## config.mk

```make
export PLATFORM = sky130hd
export DESIGN_NAME = xps_ctrl
export DESIGN_NICKNAME = d
export VERILOG_FILES = /design/src/shared/xps_pkg.sv /design/src/verilog/xps_pin_sync.sv /design/src/verilog/xps_ctrl.sv
export SDC_FILE = /design/constraint.sdc
export NUM_CORES = 1
export LEC_CHECK = 0
export CAP_MARGIN = 20
export CORE_MARGIN = 5
export CORE_UTILIZATION = 60
export DETAILED_ROUTE_END_ITERATION = 8
export DONT_BUFFER_PORTS = 1
export PLACE_DENSITY_LB_ADDON = 0.15
export SYNTH_ARGS = -nofsm -noshare
export SYNTH_HDL_FRONTEND = slang
export SYNTH_HIERARCHICAL = 1
export SYNTH_SLANG_ARGS = --single-unit
```

## constraint.sdc

```tcl
create_clock -name core_clk -period 2.1 [get_ports core_clk]
set_input_delay 0.21 -clock core_clk [delete_from_list [all_inputs] [get_ports core_clk]]
set_output_delay 0.21 -clock core_clk [all_outputs]
set_load 0.01 [all_outputs]
```

## src/shared/xps_pkg.sv

```systemverilog
// Shared constants and types for the crosspoint serial control block.
package xps_pkg;

    // Number of switch outputs and width of an input index.
    localparam int unsigned XPS_NUM_OUT = 8;
    localparam int unsigned XPS_SEL_W = 4;

    // Width of an output index within an addressed word.
    localparam int unsigned XPS_OUT_IDX_W = 3;

    // Bits in one serial-mode frame and in one addressed word.
    localparam int unsigned XPS_FRAME_BITS = 40;
    localparam int unsigned XPS_WORD_BITS = 8;

    // Field positions inside an addressed word, first bit clocked is bit 0.
    localparam int unsigned XPS_AW_OUT_LSB = 0;
    localparam int unsigned XPS_AW_SEL_LSB = 3;
    localparam int unsigned XPS_AW_OFF_POS = 7;

    // Last value of the addressed-word bit counter.
    localparam logic [2:0] XPS_AW_LAST = 3'h7;

    // One output's setting: the off bit above a four-bit input index.
    typedef struct packed {
        logic off;
        logic [XPS_SEL_W-1:0] sel;
    } xps_route_t;

    // A whole bank; entry k holds frame bits 5k to 5k+4.
    typedef xps_route_t [XPS_NUM_OUT-1:0] xps_bank_t;

    // Synchronised pin bundle, one bit per pin.
    typedef struct packed {
        logic sclk;
        logic sdin;
        logic cs_b;
        logic cfg;
        logic mode;
        logic clear;
        logic bcast;
    } xps_pins_t;

    // Pin levels assumed during reset: chip select idle high, rest low.
    localparam xps_pins_t XPS_PINS_RST = '{sclk: 1'b0, sdin: 1'b0, cs_b: 1'b1,
        cfg: 1'b0, mode: 1'b0, clear: 1'b0, bcast: 1'b0};

    // Values after reset or clear, and the broadcast setting.
    localparam xps_route_t XPS_ROUTE_OFF = '{off: 1'b1, sel: 4'h0};
    localparam xps_route_t XPS_ROUTE_BCAST = '{off: 1'b0, sel: 4'h0};
    localparam logic [2:0] XPS_CNT_RST = 3'h0;

endpackage : xps_pkg

```

## src/verilog/xps_pin_sync.sv

```systemverilog
// Two-stage synchroniser with edge detection for the control pins.
`timescale 1ns/1ns
module xps_pin_sync
    import xps_pkg::*;
(
    // Clock and reset.
    input wire logic core_clk,
    input wire logic rst_b,
    // Raw pins from outside the clock domain.
    input wire xps_pins_t pins_raw,
    // Synchronised levels and one-cycle edge pulses.
    output xps_pins_t pins_lvl,
    output xps_pins_t pins_rise,
    output xps_pins_t pins_fall
);

    // First stage; read only by the second stage.
    xps_pins_t meta_q;
    // Second stage, the first usable level.
    xps_pins_t sync_q;
    // Previous usable level, for edge detection.
    xps_pins_t hist_q;

    localparam int unsigned PIN_W = $bits(xps_pins_t);

    ////////////////////////////////////////////////////////////////////////
    // Each pin gets its own chain so that no bit can skew into another.
    generate
        for (genvar i = 0; i < PIN_W; i++) begin : g_pin
            // Synchroniser and history flops for one pin.
            always_ff @(posedge core_clk or negedge rst_b) begin
                if (!rst_b) begin
                    meta_q[i] <= XPS_PINS_RST[i];
                    sync_q[i] <= XPS_PINS_RST[i];
                    hist_q[i] <= XPS_PINS_RST[i];
                end else begin
                    meta_q[i] <= pins_raw[i];
                    sync_q[i] <= meta_q[i];
                    hist_q[i] <= sync_q[i];
                end
            end
            // Edges compare the two settled stages only.
            assign pins_lvl[i] = sync_q[i];
            assign pins_rise[i] = sync_q[i] & ~hist_q[i];
            assign pins_fall[i] = ~sync_q[i] & hist_q[i];
        end
    endgenerate

endmodule : xps_pin_sync

```

## src/verilog/xps_ctrl.sv

```systemverilog
// Serial control logic of a 16-input, 8-output crosspoint switch.
//
// What this block does
// - One active register per output drives switching.
// - Active bank changes only by copy or pins.
// - Load bank mirrors active bank, filled serially.
// - Chip select high ignores clock and data.
// - First rising edge arms; next falling captures.
// - Every bit sampled on a serial clock fall.
// - Configure pulse copies load bank to active.
// - Configure works whatever chip select shows.
// - Repeated configure without new data changes nothing.
// - Mode high: addressed word updates one output.
// - Mode low: one frame loads every output.
// - Each output picks one input; inputs shareable.
// - Output marked off goes high impedance.
// - Frame: five bits per output, index LSB first.
// - Word: output index, input index, off bit.
// - Clear sets index zero, all outputs off.
// - Broadcast turns all outputs on to input zero.
`timescale 1ns/1ns
module xps_ctrl
    import xps_pkg::*;
(
    // Clock and reset.
    input wire logic core_clk,
    input wire logic rst_b,
    // Serial bus pins.
    input wire logic sclk,
    input wire logic sdin,
    input wire logic cs_b,
    // Control pins acting outside the serial bus.
    input wire logic cfg,
    input wire logic mode,
    input wire logic clear,
    input wire logic broadcast_input_zero,
    // Serial data out for chaining.
    output logic sdout_q,
    // Active bank driving the switch matrix.
    output xps_bank_t active_q
);

    ////////////////////////////////////////////////////////////////////////
    // Pin synchronisation.

    // Raw pin bundle handed to the synchroniser.
    xps_pins_t pins_raw;
    // Settled levels and edge pulses.
    xps_pins_t lvl;
    xps_pins_t rise;
    xps_pins_t fall;

    assign pins_raw = '{sclk: sclk, sdin: sdin, cs_b: cs_b, cfg: cfg,
        mode: mode, clear: clear, bcast: broadcast_input_zero};

    // Data and clock share one delay, so data stays aligned to its edge.
    xps_pin_sync u_sync (
        .core_clk (core_clk),
        .rst_b (rst_b),
        .pins_raw (pins_raw),
        .pins_lvl (lvl),
        .pins_rise (rise),
        .pins_fall (fall)
    );

    ////////////////////////////////////////////////////////////////////////
    // Receive state.

    // Reception armed after the first rising clock under chip select.
    logic armed_q;
    // Bit position within an addressed word.
    logic [2:0] cnt_q;
    // Addressed word being assembled, newest bit at the top.
    logic [XPS_WORD_BITS-1:0] aw_q;
    // Load bank, a 40-bit shift register in serial mode.
    xps_bank_t load_q;
    // The same load bank seen as one flat vector, bit j being frame bit j.
    logic [XPS_FRAME_BITS-1:0] load_flat;

    // Chip select asserted.
    logic cs_low;
    // A bit is taken in this cycle.
    logic shift_en;
    // The addressed word completes in this cycle.
    logic aw_done;
    // Addressed word including the bit now arriving.
    logic [XPS_WORD_BITS-1:0] aw_d;
    // Output index and new setting decoded from that word.
    logic [XPS_OUT_IDX_W-1:0] aw_out;
    xps_route_t aw_route;

    assign cs_low = ~lvl.cs_b;
    // Only falling edges after arming take data.
    assign shift_en = armed_q & cs_low & fall.sclk;
    assign aw_done = shift_en & lvl.mode & (cnt_q == XPS_AW_LAST);
    assign aw_d = {lvl.sdin, aw_q[XPS_WORD_BITS-1:1]};
    // First bit clocked is bit 0, so fields read LSB first.
    assign aw_out = aw_d[XPS_AW_OUT_LSB +: XPS_OUT_IDX_W];
    assign aw_route = '{off: aw_d[XPS_AW_OFF_POS],
        sel: aw_d[XPS_AW_SEL_LSB +: XPS_SEL_W]};
    // Indexing the packed bank picks whole entries, so shifting uses this flat view.
    assign load_flat = load_q;

    // Arming: a rise under chip select arms; chip select high disarms.
    // A falling edge seen before the first rise is deliberately dropped.
    always_ff @(posedge core_clk or negedge rst_b) begin
        if (!rst_b) begin
            armed_q <= 1'b0;
        end else if (!cs_low) begin
            armed_q <= 1'b0;
        end else if (rise.sclk) begin
            armed_q <= 1'b1;
        end
    end

    // Addressed word assembly; restarts whenever chip select drops away.
    always_ff @(posedge core_clk or negedge rst_b) begin
        if (!rst_b) begin
            cnt_q <= XPS_CNT_RST;
            aw_q <= '0;
        end else if (!cs_low) begin
            cnt_q <= XPS_CNT_RST;
        end else if (shift_en && lvl.mode) begin
            cnt_q <= cnt_q + 3'h1;
            aw_q <= aw_d;
        end
    end

    // Load bank: clear wins, then serial shift or addressed update.
    // Shifting right puts frame bit 0 at the far end after 40 bits.
    always_ff @(posedge core_clk or negedge rst_b) begin
        if (!rst_b) begin
            load_q <= {XPS_NUM_OUT{XPS_ROUTE_OFF}};
        end else if (lvl.clear) begin
            load_q <= {XPS_NUM_OUT{XPS_ROUTE_OFF}};
        end else if (shift_en && !lvl.mode) begin
            load_q <= {lvl.sdin, load_flat[XPS_FRAME_BITS-1:1]};
        end else if (aw_done) begin
            load_q[aw_out] <= aw_route;
        end
    end

    // Serial out follows the bit at the far end of the load register.
    always_ff @(posedge core_clk or negedge rst_b) begin
        if (!rst_b) begin
            sdout_q <= 1'b0;
        end else begin
            sdout_q <= load_q[0].sel[0];
        end
    end

    ////////////////////////////////////////////////////////////////////////
    // Active bank, the only state the switch matrix sees.

    // Clear over broadcast over configure; configure ignores chip select.
    // Each entry holds one index, so an output has exactly one input.
    // Broadcast acts as a level and writes only this bank, so once the pin
    // drops the outputs keep the broadcast setting until the next configure or clear.
    // Clear must also empty the load bank, or a later configure would bring
    // the old routes back; that is why both banks share the clear branch.
    always_ff @(posedge core_clk or negedge rst_b) begin
        if (!rst_b) begin
            active_q <= {XPS_NUM_OUT{XPS_ROUTE_OFF}};
        end else if (lvl.clear) begin
            active_q <= {XPS_NUM_OUT{XPS_ROUTE_OFF}};
        end else if (lvl.bcast) begin
            active_q <= {XPS_NUM_OUT{XPS_ROUTE_BCAST}};
        end else if (rise.cfg) begin
            active_q <= load_q;
        end
    end

    // Addressed write leaves every other entry of the load bank alone.
    generate
        for (genvar k = 0; k < XPS_NUM_OUT; k++) begin : g_entry_chk

        end
    endgenerate
endmodule : xps_ctrl

```

==> run metrics <==
status=finished with violations; failing checks=negative hold slack; GPL Wtd Cong=0.862; worst slack at placement=0.266 ns; crit-path max cell delay=0.68 ns; CTS Buf Count=9; Setup Buffers After CTS=0; Die Wd=105 um; hold crit path type=in -> async; WP data required=2.34 ns; Clock Path Buffers=2; post-route ant nets=0; Power Density=632 nW/um^2; Final Util=66.3%; Layout fillers=640; area of the multi-input gates=2430 sq um; DIE HEIGHT=105 um; Max FO, Critical Path=20; Lkg Pwr=2.52 nW; diode count=0; worst-path cell chain=nand4b_1 -> o2111ai_1 -> o31ai_1; drt first pass iters=4; vias=3,868; Initial Utilization=61.6%; CTS tree=done; Fin. Hold Viols=108; DRC viols=0; final wirelength=11,900 um; DRT iter0 DRCs=236; maximum vdd ir drop=298 uV; grt ovf=0; fmax=534 MHz; Clk Latency, worst-skew pair=0.37 ns; Crit. End Element=flop; CTS Hold Bufs=7; placement row count=34; wire per inst=21.1 um; H-tree depth reported by CTS=3; final worst-path cycle share=89.1%; largest net degree at the start of global routing=109; Port Buffer Count=0; Clock Root Buffer=clkbuf_8; arrival time at the worst endpoint=2.12 ns; WS Path Type=reg -> reg; final worst slack=0.228 ns; DIE AREA=11,000 sq um; TNS Setup=0 ns; initial antenna violation count=0; vias in the first global route=3,731; CTS Sinks=108; final instance area=5810 sq um; Post-CTS Resized=0; Worst Max-Slew Pin Slew=0.611 ns; mapped cell area=5400 sq um; Syn Area/Cell=11.8 sq um; final std cells w/o fill=563; Reg area=2730 sq um; Placed Area=5550 sq um; Via density=6.87; max-cap check violation count=0; Core Box Area=8760 sq um; yosys warns=6; Clock Skews=0.0152 ns; Gate Count Post-Synth=459; first-pass GRT wire length=19,800 um; CP Launch Type=flop; final hold slack=-0.484 ns; # IOs=50; share of layout cells above drive strength 1=17.1%; Clk pin slew, worst setup/hold paths=0.11 ns; area grow syn2layout=7.68%; slowest CP cell=dfrtp_1; placed insts=540; worst rel slew slack=59.3%; All-Layer GR Usage=21.8%; Mapped Nets=470; setup violators final=0; r2r setup slk=0.23 ns; Post-DP HPWL=7720 um; RSZ-0062 raised after global routing=false; Nets=461; Slew Viols, Final=0; min Tclk post-route=1.87 ns
-- worst max-delay path, delay by kind of cell (launching register included) --
kind            cells  cell delay, ns
flops               1            0.68
compound gates      2            0.50
simple gates        1            0.58
-- final timing paths --
kind | from | endpoint | cells past startpoint
max in group asynchronous | rst_b | load_flat[39] | 0
min in group core_clk | u_sync/meta_q[2] | u_sync/pins_lvl[2] | 0
setup / recovery | aw_q[2] | load_flat[12] | 3
setup reg to reg | aw_q[2] | load_flat[12] | 3
hold / removal | rst_b | u_sync/hist_q[3] | 0
hold reg to reg | u_sync/meta_q[2] | u_sync/pins_lvl[2] | 0
-- metal layers --
metal | wire length [um] | global-route usage (%) | share of wire (%)
met1 | 5420 | 31.0 | 46
met2 | 5680 | 34.4 | 48
met3 | 542 | 3.27 | 4.6
met4 | 241 | 7.67 | 2.0
met5 | 0 | 0 | 0
-- cell usage in the layout (no fill, tap or decap), drive strengths merged, types with 7 or more instances in the layout --
master	count
o2111ai	32
buf	28
dlygate4sd3	7
mux2i	72
mux2	8
nor4bb	14
and4b	15
o21ai	10
o31ai	32
a211oi	8
nand2	7
nor2	37
dfstp	18
clkbuf	12
dfrtp	90
-- flip-flops by register name (all words and copies together) (netlist names) --
name and flops:
armed_q 1, u_sync/hist_q 2, load_flat 40, active_q 40, aw_q 7, u_sync/meta_q 7
u_sync/pins_lvl 7, cnt_q 3, sdout_q 1
-- metrics by stage --
stage / hold slack (ns) / total power, mW
after floorplan: -0.0856 / 2.40
after global placement: -0.0828 / 2.48
after detailed placement: -0.0825 / 2.48
after CTS: -0.488 / 3.69
after global routing: -0.510 / 3.82
final: -0.484 / 3.67
-- area by class of cell --
type	instances	area share [%]
repair buffers	35	5.47
multi-input cells	292	41.8
clock buffers	12	2.67
flip-flops and latches	108	46.9
clock inverters	4	0.560
inverters	4	0.258
well taps	108	2.33
-- report_power, final --
group / leakage (nW) / switching (mW) / internal (mW) / total, mW
sequential: 1.41 / 0.0778 / 2.16 / 2.23
combinational: 1.02 / 0.114 / 0.106 / 0.220
clock: 0.0892 / 0.714 / 0.504 / 1.22
total: 2.52 / 0.906 / 2.77 / 3.67
Power figures use the tool's default switching activity.
